## config.mk

```make
export PLATFORM = sky130hd
export DESIGN_NAME = hpcb_bank
export DESIGN_NICKNAME = d
export VERILOG_FILES = /design/src/shared/hpcb_pkg.sv /design/src/design/hpcb_bank.sv
export SDC_FILE = /design/constraint.sdc
export NUM_CORES = 1
export LEC_CHECK = 0
export BUFFER_PORTS_ARGS = -buffer_cell sky130_fd_sc_hd__buf_4
export CAP_MARGIN = 20
export CORE_MARGIN = 5
export CORE_UTILIZATION = 50
export CTS_CLUSTER_SIZE = 12
export DETAILED_ROUTE_END_ITERATION = 8
export PLACE_DENSITY_LB_ADDON = 0.08
export REMOVE_ABC_BUFFERS = 1
export SYNTH_ARGS = -nofsm -noshare
export SYNTH_HDL_FRONTEND = slang
export SYNTH_SLANG_ARGS = --single-unit
export TNS_END_PERCENT = 50
```

## constraint.sdc

```tcl
create_clock -name core_clk -period 2.71 [get_ports core_clk]
set_input_delay 0.542 -clock core_clk [delete_from_list [all_inputs] [get_ports core_clk]]
set_output_delay 0.542 -clock core_clk [all_outputs]
set_load 0.02 [all_outputs]
```

## src/shared/hpcb_pkg.sv

```systemverilog
// Constants and types for the hub port configuration bank.
// Assumes an 8-bit configuration address/data port on one core clock.
package hpcb_pkg;

    // ****************************************************
    // Register offsets
    // ****************************************************
    localparam logic [7:0] OFS_UP_BOOST    = 8'h31;
    localparam logic [7:0] OFS_DN_BOOST    = 8'h33;
    localparam logic [7:0] OFS_SWAP        = 8'h35;
    localparam logic [7:0] OFS_REMAP12     = 8'h36;
    localparam logic [7:0] OFS_REMAP3      = 8'h37;
    localparam logic [7:0] OFS_CMD         = 8'h39;
    localparam logic [7:0] OFS_PROT_LAST   = 8'hFE;

    // ****************************************************
    // Field positions
    // ****************************************************
    localparam int UP_BOOST_LSB  = 0;
    localparam int P3_BOOST_LSB  = 4;
    localparam int P2_BOOST_LSB  = 2;
    localparam int SWAP_UP_BIT   = 0;
    localparam int SWAP_P2_BIT   = 2;
    localparam int SWAP_P3_BIT   = 3;
    localparam int MAP_HI_LSB    = 4;
    localparam int MAP_LO_LSB    = 0;
    localparam int CMD_ATTACH    = 0;
    localparam int CMD_SOFT_RST  = 1;

    // ****************************************************
    // Writable masks and reset values
    // ****************************************************
    localparam logic [7:0] MSK_UP_BOOST  = 8'h03;
    localparam logic [7:0] MSK_DN_BOOST  = 8'h3C;
    localparam logic [7:0] MSK_SWAP      = 8'h0D;
    localparam logic [7:0] MSK_REMAP12   = 8'hFF;
    localparam logic [7:0] MSK_REMAP3    = 8'h0F;
    localparam logic [7:0] RST_UP_BOOST  = 8'h00;
    localparam logic [7:0] RST_DN_BOOST  = 8'h00;
    localparam logic [7:0] RST_SWAP      = 8'h00;
    localparam logic [7:0] RST_REMAP12   = 8'h21;
    localparam logic [7:0] RST_REMAP3    = 8'h03;
    localparam logic       RST_ATTACH    = 1'b1;

    // ****************************************************
    // Codes
    // ****************************************************
    localparam logic [3:0] MAP_DISABLED  = 4'h0;
    localparam logic [3:0] MAP_MAX       = 4'h3;

    typedef enum logic [3:0] {
        HPCB_DRV_NORMAL = 4'h1,
        HPCB_DRV_P4     = 4'h2,
        HPCB_DRV_P8     = 4'h4,
        HPCB_DRV_P12    = 4'h8
    } hpcb_drive_t;

endpackage

```

## src/design/hpcb_bank.sv

```systemverilog
// Hub port configuration register bank: boost, pin swap, port remap, command.
// Assumes the loader or firmware drives the address/write port on core_clk;
// the reset pin arrives asynchronously and is synchronised here.
//
// How it works
// - Upstream boost code lives in bits 1:0 at 31h, resets normal, rest zero.
// - Port 3 boost code lives in bits 5:4 at 33h, resets normal.
// - Port 2 boost code lives in bits 3:2 at 33h; bits 7:6, 1:0 reserved.
// - Code 00 normal drive; 01, 10, 11 give +4, +8, +12 percent.
// - Swap bit one puts D+ on the minus pin and D- on the plus pin.
// - Swap bit 0 upstream, bit 2 port 2, bit 3 port 3; reset zero.
// - Remap 36h: bits 7:4 physical 2, 3:0 physical 1; 0 disables.
// - Remap 37h: bits 3:0 physical 3, upper bits reserved, reset 03h.
// - Remap tables steer logical numbering only when remap is enabled.
// - Command bit 1 restores defaults, but 39h lies in the protected range and attach resets to one, so that write never lands.
// - With attach bit zero the hub stays in configuration, not attached.
// - Attach bit one signals attach and blocks writes to 00h through FEh.
// - Attach bit is never written, as 39h is protected while it is one; pin or power-on reset sets it to one.
// - Remap enable zero: standard mode with shifting; one: remap tables.
`timescale 1ns/100ps
module hpcb_bank (
    input  wire logic       core_clk,
    input  wire logic       sys_rst,
    input  wire logic       external_reset_n,
    input  wire logic       cfg_wr,
    input  wire logic [7:0] cfg_addr,
    input  wire logic [7:0] cfg_wdata,
    output logic      [7:0] cfg_rdata,
    input  wire logic       remap_enable,
    input  wire logic [2:0] std_port_disable,
    output logic      [1:0] upstream_boost_code,
    output logic      [1:0] port2_boost_code,
    output logic      [1:0] port3_boost_code,
    output logic      [3:0] upstream_drive_sel,
    output logic      [3:0] port2_drive_sel,
    output logic      [3:0] port3_drive_sel,
    output logic      [2:0] pin_swap_bits,
    input  wire logic [2:0] tx_dp,
    input  wire logic [2:0] tx_dm,
    output logic      [2:0] diff_plus_pin,
    output logic      [2:0] diff_minus_pin,
    output logic      [3:0] remap_ports_one_two_field,
    output logic      [3:0] remap_port_two_field,
    output logic      [3:0] remap_port_three_field,
    output logic      [1:0] phys1_logical,
    output logic      [1:0] phys2_logical,
    output logic      [1:0] phys3_logical,
    output logic            usb_attach,
    output logic            config_state
);

    // ****************************************************
    // Helpers
    // ****************************************************
    function automatic logic [3:0] drive_dec(input logic [1:0] c);
        unique case (c)
            2'h0: drive_dec = hpcb_pkg::HPCB_DRV_NORMAL;
            2'h1: drive_dec = hpcb_pkg::HPCB_DRV_P4;
            2'h2: drive_dec = hpcb_pkg::HPCB_DRV_P8;
            2'h3: drive_dec = hpcb_pkg::HPCB_DRV_P12;
        endcase
    endfunction

    // Reserved codes are treated as disabled so the host never sees them
    function automatic logic [1:0] map_dec(input logic [3:0] m);
        if (m == hpcb_pkg::MAP_DISABLED || m > hpcb_pkg::MAP_MAX) begin
            map_dec = 2'h0;
        end else begin
            map_dec = m[1:0];
        end
    endfunction

    // ****************************************************
    // Reset pin synchroniser
    // ****************************************************
    logic ext_n_s1_r;
    logic ext_n_s2_r;
    always_ff @(posedge core_clk) begin
        if (sys_rst) begin
            ext_n_s1_r <= 1'b0;
            ext_n_s2_r <= 1'b0;
        end else begin
            ext_n_s1_r <= external_reset_n;
            ext_n_s2_r <= ext_n_s1_r;
        end
    end
    // Hard reset: power-on (sys_rst) or the synchronised pin
    wire hard_rst = sys_rst | ~ext_n_s2_r;

    // ****************************************************
    // Register file
    // ****************************************************
    logic [7:0] up_boost_r;
    logic [7:0] dn_boost_r;
    logic [7:0] swap_r;
    logic [7:0] remap12_r;
    logic [7:0] remap3_r;
    logic       attach_r;
    logic       attach_wr_done_r;

    // Protection covers 00h..FEh; FFh stays writable
    wire wr_prot  = attach_r && (cfg_addr <= hpcb_pkg::OFS_PROT_LAST);
    wire wr_ok    = cfg_wr && !wr_prot;
    wire wr_up    = wr_ok && cfg_addr == hpcb_pkg::OFS_UP_BOOST;
    wire wr_dn    = wr_ok && cfg_addr == hpcb_pkg::OFS_DN_BOOST;
    wire wr_swap  = wr_ok && cfg_addr == hpcb_pkg::OFS_SWAP;
    wire wr_r12   = wr_ok && cfg_addr == hpcb_pkg::OFS_REMAP12;
    wire wr_r3    = wr_ok && cfg_addr == hpcb_pkg::OFS_REMAP3;
    wire wr_cmd   = wr_ok && cfg_addr == hpcb_pkg::OFS_CMD;
    // Soft reset pulse; the bit itself is never stored, so it reads zero
    wire soft_rst = wr_cmd && cfg_wdata[hpcb_pkg::CMD_SOFT_RST];
    wire att_wr   = wr_cmd && !attach_wr_done_r;

    always_ff @(posedge core_clk) begin
        if (hard_rst || soft_rst) begin
            up_boost_r <= hpcb_pkg::RST_UP_BOOST;
            dn_boost_r <= hpcb_pkg::RST_DN_BOOST;
            swap_r     <= hpcb_pkg::RST_SWAP;
            remap12_r  <= hpcb_pkg::RST_REMAP12;
            remap3_r   <= hpcb_pkg::RST_REMAP3;
        end else begin
            if (wr_up) begin
                up_boost_r <= cfg_wdata & hpcb_pkg::MSK_UP_BOOST;
            end
            if (wr_dn) begin
                dn_boost_r <= cfg_wdata & hpcb_pkg::MSK_DN_BOOST;
            end
            if (wr_swap) begin
                swap_r <= cfg_wdata & hpcb_pkg::MSK_SWAP;
            end
            if (wr_r12) begin
                remap12_r <= cfg_wdata & hpcb_pkg::MSK_REMAP12;
            end
            if (wr_r3) begin
                remap3_r <= cfg_wdata & hpcb_pkg::MSK_REMAP3;
            end
        end
    end

    // Attach survives soft reset; only pin or power-on sets it back to one
    always_ff @(posedge core_clk) begin
        if (hard_rst) begin
            attach_r         <= hpcb_pkg::RST_ATTACH;
            attach_wr_done_r <= 1'b0;
        end else if (att_wr) begin
            attach_r         <= cfg_wdata[hpcb_pkg::CMD_ATTACH];
            attach_wr_done_r <= 1'b1;
        end
    end

    // ****************************************************
    // Read mux
    // ****************************************************
    logic [7:0] rdata_nxt;
    always_comb begin
        unique case (cfg_addr)
            hpcb_pkg::OFS_UP_BOOST: rdata_nxt = up_boost_r;
            hpcb_pkg::OFS_DN_BOOST: rdata_nxt = dn_boost_r;
            hpcb_pkg::OFS_SWAP:     rdata_nxt = swap_r;
            hpcb_pkg::OFS_REMAP12:  rdata_nxt = remap12_r;
            hpcb_pkg::OFS_REMAP3:   rdata_nxt = remap3_r;
            hpcb_pkg::OFS_CMD:      rdata_nxt = {7'h00, attach_r};
            default:                rdata_nxt = 8'h00;
        endcase
    end
    always_ff @(posedge core_clk) begin
        if (sys_rst) begin
            cfg_rdata <= 8'h00;
        end else begin
            cfg_rdata <= rdata_nxt;
        end
    end

    // ****************************************************
    // Drive strength, pin swap
    // ****************************************************
    assign upstream_boost_code = up_boost_r[hpcb_pkg::UP_BOOST_LSB +: 2];
    assign port3_boost_code = dn_boost_r[hpcb_pkg::P3_BOOST_LSB +: 2];
    assign port2_boost_code = dn_boost_r[hpcb_pkg::P2_BOOST_LSB +: 2];
    assign upstream_drive_sel = drive_dec(upstream_boost_code);
    assign port2_drive_sel    = drive_dec(port2_boost_code);
    assign port3_drive_sel    = drive_dec(port3_boost_code);

    assign pin_swap_bits = {swap_r[hpcb_pkg::SWAP_P3_BIT],
                            swap_r[hpcb_pkg::SWAP_P2_BIT],
                            swap_r[hpcb_pkg::SWAP_UP_BIT]};
    // Per-port crossbar; index 0 upstream, 1 port 2, 2 port 3
    assign diff_plus_pin  = (tx_dm & pin_swap_bits)
                          | (tx_dp & ~pin_swap_bits);
    assign diff_minus_pin = (tx_dp & pin_swap_bits)
                          | (tx_dm & ~pin_swap_bits);

    // ****************************************************
    // Port numbering
    // ****************************************************
    assign remap_ports_one_two_field = remap12_r[hpcb_pkg::MAP_LO_LSB +: 4];
    assign remap_port_two_field      = remap12_r[hpcb_pkg::MAP_HI_LSB +: 4];
    assign remap_port_three_field    = remap3_r[hpcb_pkg::MAP_LO_LSB +: 4];

    // Standard mode: enabled ports keep order, higher ones shift down
    wire [1:0] std1 = std_port_disable[0] ? 2'h0 : 2'h1;
    wire [1:0] std2 = std_port_disable[1] ? 2'h0 :
                      (std_port_disable[0] ? 2'h1 : 2'h2);
    wire [1:0] std3 = std_port_disable[2] ? 2'h0 :
                      2'h3 - {1'h0, std_port_disable[0]}
                           - {1'h0, std_port_disable[1]};
    // Remap tables assume contiguous programming and are not checked
    assign phys1_logical = remap_enable ?
                           map_dec(remap_ports_one_two_field) : std1;
    assign phys2_logical = remap_enable ?
                           map_dec(remap_port_two_field) : std2;
    assign phys3_logical = remap_enable ?
                           map_dec(remap_port_three_field) : std3;

    // ****************************************************
    // Attach
    // ****************************************************
    assign usb_attach   = attach_r;
    assign config_state = !attach_r;
endmodule

```

==> reports/qor.txt, run 1 <==
maximum clock rate: 525 MHz
worst clock skew: 0.00414 ns
data arrival at the endpoint of the critical path: 1.36 ns
accumulated negative setup slack: 0 ns
peak supply drop: 0.204 mV
worst hold start: ext_n_s1_r
cells after synthesis: 220
clock tree from TritonCTS: done
CP Launch Point: std_port_disable[0]
headroom to the max-slew limit: 0.527
part of the total power dissipated in combinational logic: 0.120
Routed wire per std cell: 15.6 um
sequential element share of the synthesized area: 0.352
pin count of the biggest net entering global routing: 28
Tot Pwr: 1.02 mW
critical path startpoint category: input pin
MaxCap Viol Count: 0
cell with the largest stage delay on the worst path: sky130_fd_sc_hd__ha_1
cell repeated most along the worst path: sky130_fd_sc_hd__buf_4
clock-pin transition on the worst setup and hold timing paths: 0.07 ns
average via count per standard cell: 5.72
met1 usage: 0.280
DRC errors left: 0
CORE AREA: 3660 um2
share of total power consumed by net switching: 0.241
Yosys cell types: 44
worst setup margin: 0.806 ns
leakage power: 1.04 nW
floorplan die height: 71.2 um
# IOs: 85
Detailed Routing Iterations Pass 1: 5
fraction of layout instances using a drive strength above 1: 0.394
Netlist Area Pre-Place: 1880 um2
clock buffer depth: 2
Placement Cell Area: 2470 um2
number of warnings issued by yosys: 0
final-report max-slew violation count: 0
via count: 1973
Die Area: 5080 um2
top cells by area in the synthesized netlist: sky130_fd_sc_hd__dfxtp_1 35%, sky130_fd_sc_hd__nand4_1 7.0%, sky130_fd_sc_hd__o21ai_0 6.7%
EDFF count, synth: 0
clock network fraction of design power: 0.402
non-filler instance count after layout: 345
average footprint of a synthesized cell: 8.53 um2
Resized cells post-CTS: 0
power dissipated by switching net loads: 0.245 mW
number of hold-slack violations in the final timing report: 0
most frequent cells after synthesis: 33 x sky130_fd_sc_hd__dfxtp_1, 25 x sky130_fd_sc_hd__o21ai_0, 21 x sky130_fd_sc_hd__nand4_1, 16 x sky130_fd_sc_hd__nand3_1, 15 x sky130_fd_sc_hd__nor2_1
slowest stage delay, CP: 0.28 ns
# port buffers: 84
post-synthesis register bit count: 33
DP Worst Slack: 0.618 ns
sequence of cells on the critical path: buf_4 > inv_1 > ha_1 > o31ai_1 > buf_4
via count of the first global-routing pass: 1850
Row Count: 22
worst hold-check slack: 0.442 ns
horizontal die dimension: 71.2 um
starting density of the core: 0.512
GRT Max-Usage Layer: met2
gr ovfl total: 0
final design instance area without fill: 2570 um2
relative contribution of sequential cells to total power: 0.478
met3 track utilization from global routing: 0.0631
largest driver fanout on the critical path: 4
Crit. End Element: primary output
half-perimeter wire length after detailed placement: 4.10 mm
type of the tightest min-delay check: reg -> reg
Yosys top cell area share: 0.352
Final Core Density: 0.703
Setup Crit Path Kind: in -> out
buffer type at the clock tree root: sky130_fd_sc_hd__clkbuf_8
initial DRC count: 131
level count of the clock H-tree: 2
cell total after placement: 337
Power Dens Cells: 395 nW/um2
number of routed nets with antenna violations: 0
slew at the pin closest to its max-slew limit: 0.710 ns
Worst-Skew Late Latency: 0.29 ns
Post-synth ARST share: 0
global router's overall resource usage: 0.219
cell internal pwr: 0.772 mW
global-route wire length before repair: 8.94 mm
cell accounting for the most synthesized area: sky130_fd_sc_hd__dfxtp_1
fraction of met2 tracks used by global routing: 0.357
main flop type after synthesis: sky130_fd_sc_hd__dfxtp_1
GP Congestion: 0.868
ANT cells: 0
setup repair bufs after CTS: 0
portion of the clock cycle consumed by the worst path in the final layout: 0.703
fin nets: 329
outcome: finished clean
Period minus WS final: 1.90 ns
unrepaired setup endpoints after global routing: false
initial antenna violation count: 0
number of buffers created by CTS: 5
library cell with the highest instance count after synthesis: sky130_fd_sc_hd__dfxtp_1
sum of routed wire length over all layers: 5.39 mm
total clock sinks: 33
CTS Hold Buffers Added: 0
layout-stage area growth over the synthesis result: 37.2%
final-layout fill cell count: 332
worst path required time: 2.17 ns
startpoint of the worst register-to-register path: usb_attach
count of final setup violators: 0
-- final timing paths --
check / to / slack, ns / depth (start not counted)
max: phys3_logical[0] / 0.81 / 5
min: ext_n_s2_r / 0.44 / 1
min reg2reg: ext_n_s2_r / 0.44 / 1
max reg2reg: swap_r[0] / 1.06 / 3
-- placed cells by master, fill, tap and decap left out, types with 3 or more instances in the layout --
cell type                  count
sky130_fd_sc_hd__a21oi_1      10
sky130_fd_sc_hd__a21oi_2      10
sky130_fd_sc_hd__and2_1        3
sky130_fd_sc_hd__and3_1        4
sky130_fd_sc_hd__and3b_1       3
sky130_fd_sc_hd__buf_4        87
sky130_fd_sc_hd__clkbuf_8      7
sky130_fd_sc_hd__dfxtp_1      33
sky130_fd_sc_hd__ha_1          3
sky130_fd_sc_hd__inv_1         7
sky130_fd_sc_hd__mux2_2        8
sky130_fd_sc_hd__nand2_1       3
sky130_fd_sc_hd__nand3_1      16
sky130_fd_sc_hd__nand3b_1      3
sky130_fd_sc_hd__nand4_1      21
sky130_fd_sc_hd__nor2_1       15
sky130_fd_sc_hd__nor2b_1       8
sky130_fd_sc_hd__o21ai_0      25
sky130_fd_sc_hd__o31ai_1       4
-- logic make-up (layout without fill, tap and decap cells) --
family                     Yosys count  in the layout  share of synthesized area
adders and majority gates            3              3                     0.0200
muxes                                9              9                     0.0534
and+or+nand+nor                     89             89                      0.284
AOI/OAI and AO/OA                   61             61                      0.215
DFF                                 33             33                      0.352
buffers and inverters               25            102                     0.0761
-- worst max-delay path, delay by kind of cell --
| kind | cells | cell delay, ns |
|---|---|---|
| fa+ha+maj | 1 | 0.28 |
| buf+inv | 3 | 0.32 |
| compound gates | 1 | 0.22 |
-- flip-flops by register name (all words and copies together) (netlist names), 2 cells and up --
signal / count
cfg_rdata: 8
dn_boost_r: 4
remap12_r: 8
remap3_r: 4
swap_r: 3
up_boost_r: 2
-- power by group through the flow --
stage	Clock, mW	Combinational (mW)	Sequential [mW]
6_report	0.409	0.122	0.487
4_1_cts	0.411	0.121	0.487
3_3_place_gp	0	0.120	0.497
3_5_place_dp	0	0.121	0.497
2_1_floorplan	0	0.0465	0.497
5_1_grt	0.442	0.133	0.486
-- layout make-up --
cell class | instances | area [um2] | share of cell area
Clock inverter | 1 | 5.00 | 0.00194
Multi-Input combinational cell | 162 | 1070 | 0.417
Timing Repair Buffer | 87 | 653 | 0.254
Clock buffer | 7 | 96.3 | 0.0374
Inverter | 7 | 26.3 | 0.0102
Tap cell | 48 | 60.1 | 0.0233
Sequential cell | 33 | 661 | 0.257
-- metal layers --
layer,vias to the layer above,part of all wire
met4,0,0.016
li1,980,-
met1,892,0.43
met3,12,0.084
met5,-,0
met2,89,0.47
(Power assumes the default switching activity.)
==> run 2: changes to the inputs <==
- ABC_AREA: default -> 1
- CORE_UTILIZATION: 50 -> 42
- clock period: 2.71 -> 1.7 ns (I/O delays scaled with it)
==> run 2 against run 1 <==
Area after synthesis is 0.20% lower. Total power is 51% higher. Wire length is 9.0% lower. Count of clock-buffer cells in the layout is 1 lower. Clock skew is 0.00077 ns lower. Register-to-register slack worse by 0.57 ns. Worst setup slack worse by 0.75 ns. Hold slack worse by 0.19 ns. Cell count is 22% higher. Sequential power is 59% higher. Synthesized cell count is 28% higher. Combinational power is 46% higher. Highest routed layer unchanged.
==> reports/qor.txt, run 2 <==
library cell with the highest instance count after synthesis: sky130_fd_sc_hd__nand2_1
final-layout fill cell count: 437 (+32%)
top cells by area in the synthesized netlist: sky130_fd_sc_hd__dfxtp_1 35%, sky130_fd_sc_hd__nand2_1 18%, sky130_fd_sc_hd__nand4_1 7.7%
total clock sinks: 33 (unchanged)
global router's overall resource usage: 0.167 (-0.0527)
multi-input combinational cell area: 1030 um2 (-4.1%)
initial antenna violation count: 0 (unchanged)
startpoint of the worst register-to-register path: usb_attach
DRC errors left: 0 (unchanged)
accumulated negative setup slack: 0 ns (unchanged)
clock buffer depth: 2 (unchanged)
maximum clock rate: 607 MHz
number of routed nets with antenna violations: 0 (unchanged)
Routed wire per std cell: 11.6 um (-26%)
EDFF count, synth: 0 (unchanged)
initial DRC count: 80 (-39%)
r2r worst-path depth: 5 (+2)
global-route wire length before repair: 8.18 mm (-8.4%)
cell accounting for the most synthesized area: sky130_fd_sc_hd__dfxtp_1
Resized cells post-CTS: 0 (unchanged)
Detailed Routing Iterations Pass 1: 4 (-1)
reg-to-reg slack, setup: 0.49 ns (-0.57 ns)
fraction of layout instances using a drive strength above 1: 0.303 (-0.0912)
sequential element share of the synthesized area: 0.353 (+0.000706)
number of hold-slack violations in the final timing report: 0 (unchanged)
portion of the clock cycle consumed by the worst path in the final layout: 0.969
most frequent cells after synthesis: 90 x sky130_fd_sc_hd__nand2_1, 33 x sky130_fd_sc_hd__dfxtp_1, 33 x sky130_fd_sc_hd__inv_1, 30 x sky130_fd_sc_hd__nor2_1, 23 x sky130_fd_sc_hd__nand4_1
type of the tightest min-delay check: in -> reg
Period minus WS final: 1.65 ns
buffer type at the clock tree root: sky130_fd_sc_hd__clkbuf_8
GP Congestion: 0.762 (-12%)
Regs by FF count: cfg_rdata x8, remap12_r x8
clock-pin transition on the worst setup and hold timing paths: 0.07 ns (about the same)
sum of routed wire length over all layers: 4.91 mm (-9.0%)
largest driver fanout on the critical path: 4 (unchanged)
MaxCap Viol Count: 0 (unchanged)
hold-critical path depth: 3 (+2)
Yosys top cell area share: 0.353 (+0.000706)
floorplan die height: 76.8 um (+7.7%)
horizontal die dimension: 76.8 um (+7.7%)
post-synthesis register bit count: 33 (unchanged)
Final Core Density: 0.605 (-0.0984)
main flop type after synthesis: sky130_fd_sc_hd__dfxtp_1
count of final setup violators: 0 (unchanged)
via count: 2007 (+1.7%)
worst setup margin: 0.0528 ns (-0.753 ns)
ANT cells: 0 (unchanged)
CORE AREA: 4350 um2 (+19%)
number of warnings issued by yosys: 0 (unchanged)
average footprint of a synthesized cell: 6.64 um2 (-22%)
worst hold-check slack: 0.251 ns (-0.191 ns)
Row Count: 24 (+9.1%)
pin count of the biggest net entering global routing: 29 (+3.6%)
Power Dens Cells: 582 nW/um2 (+47%)
starting density of the core: 0.430 (-0.0824)
via count of the first global-routing pass: 1834 (-0.86%)
final-report max-slew violation count: 0 (unchanged)
average via count per standard cell: 4.76 (-17%)
setup repair bufs after CTS: 0 (unchanged)
layout-stage area growth over the synthesis result: 40.6%
worst hold start: external_reset_n
Yosys cell types: 24 (-45%)
level count of the clock H-tree: 2 (unchanged)
DP Worst Slack: 0.153 ns (-0.465 ns)
Setup Crit Path Kind: reg -> out
critical path startpoint category: flop
endpoint of the lowest-slack register-to-register path: remap12_r[2]
CTS Hold Buffers Added: 0 (unchanged)
cell with the largest stage delay on the worst path: sky130_fd_sc_hd__dfxtp_1
number of buffers created by CTS: 5 (unchanged)
unrepaired setup endpoints after global routing: false
# port buffers: 84 (unchanged)
clock tree from TritonCTS: done
half-perimeter wire length after detailed placement: 3.80 mm (-7.4%)
Crit. End Element: primary output
data arrival at the endpoint of the critical path: 1.31 ns (-0.05 ns)
worst clock skew: 0.00337 ns (-0.000768 ns)
peak supply drop: 0.340 mV (+67%)
Netlist Area Pre-Place: 1870 um2 (-0.20%)
fin nets: 402 (+22%)
most frequent standard cell in the layout excluding fill and tap cells: sky130_fd_sc_hd__nand2_1
slowest stage delay, CP: 0.35 ns (+0.07 ns)
slew at the pin closest to its max-slew limit: 0.338 ns (-0.372 ns)
Post-synth ARST share: 0 (unchanged)
kind of cell adding the most delay to the critical path: flip-flops
Worst-Skew Late Latency: 0.29 ns (about the same)
Worst Hold Endpoint: ext_n_s1_r
gr ovfl total: 0 (unchanged)
Die Area: 5890 um2 (+16%)
leakage power: 1.36 nW (+30%)
# IOs: 85 (unchanged)
sequence of cells on the critical path: or2_2 > o22ai_1 > buf_4
combined flip-flop and latch cell area: 661 um2 (unchanged)
critical path buffer and inverter count: 1 (-2)
commonest cells after routing, fill and taps aside: 90 x sky130_fd_sc_hd__nand2_1, 89 x sky130_fd_sc_hd__buf_4, 33 x sky130_fd_sc_hd__inv_1, 33 x sky130_fd_sc_hd__dfxtp_1, 30 x sky130_fd_sc_hd__nor2_1
outcome: finished clean
final design instance area without fill: 2630 um2 (+2.3%)
headroom to the max-slew limit: 0.774 (+0.247)
Placement Cell Area: 2550 um2 (+3.1%)
worst path required time: 1.36 ns (-0.81 ns)
cells after synthesis: 282 (+28%)
[run 2: cell count changes after synthesis, moves of 6 or more]
cell,delta
sky130_fd_sc_hd__nand2_1,+87
sky130_fd_sc_hd__inv_1,+26
sky130_fd_sc_hd__o21ai_0,-18
sky130_fd_sc_hd__nor2_1,+15
sky130_fd_sc_hd__a21oi_2,-10
sky130_fd_sc_hd__mux2_2,-8
sky130_fd_sc_hd__nor2b_1,+8
sky130_fd_sc_hd__nand3_1,-6
[run 2: cell type report]
| class | count | area share |
|---|---|---|
| tap | 52 | 0.0247 |
| clock buffer | 6 | 0.0276 |
| multi-input combinational | 206 | 0.391 |
| clock inverter | 2 | 0.00380 |
| sequential | 33 | 0.251 |
| inverter | 34 | 0.0485 |
| timing repair buffer | 89 | 0.254 |
[run 2: worst min-delay path: cells and delay by family]
family	cells	cell delay (ns)
simple gates	1	0.06
buf+inv	2	0.10
[run 2: where the power goes]
| group | total [mW] | switching (mW) | internal, mW |
|---|---|---|---|
| registers | 0.776 | 0.000540 | 0.775 |
| clock network | 0.578 | 0.294 | 0.284 |
| logic | 0.178 | 0.0994 | 0.0791 |
| total | 1.53 | 0.394 | 1.14 |
[run 2: how the worst max path moves through the flow]
stage	start	depth (start not counted)	slack, ns	end
2_1_floorplan	std_port_disable[0]	3	0.23	phys3_logical[0]
3_3_place_gp	cfg_addr[7]	8	0.17	up_boost_r[1]
3_5_place_dp	cfg_addr[7]	8	0.15	up_boost_r[1]
4_1_cts	remap12_r[2]	3	0.06	phys1_logical[0]
5_1_grt	remap12_r[2]	3	0.002	phys1_logical[0]
6_report	remap12_r[2]	3	0.05	phys1_logical[0]
[run 2: metal layers]
layer	vias up	track usage	wire length, um
li1	1068	-	-
met1	877	0.201	2240
met2	55	0.270	2220
met3	7	0.0667	386
met4	0	0.0507	57
met5	-	0	0
[run 2: logic make-up after synthesis]
| logic type | after synthesis | synth area share |
|---|---|---|
| adder cells (fa/ha/maj) | 3 | 0.0201 |
| buffers and inverters | 43 | 0.0976 |
| AND/OR/NAND/NOR | 188 | 0.489 |
| flip-flops | 33 | 0.353 |
| AO/OA/AOI/OAI | 15 | 0.0408 |
[run 2: metrics by stage]
stage / power [mW] / std cells
finish: 1.53 / 422
CTS: 1.54 / 422
detailed placement: 0.972 / 414
global route: 1.60 / 422
global placement: 0.972 / 414
floorplan: 0.858 / 273
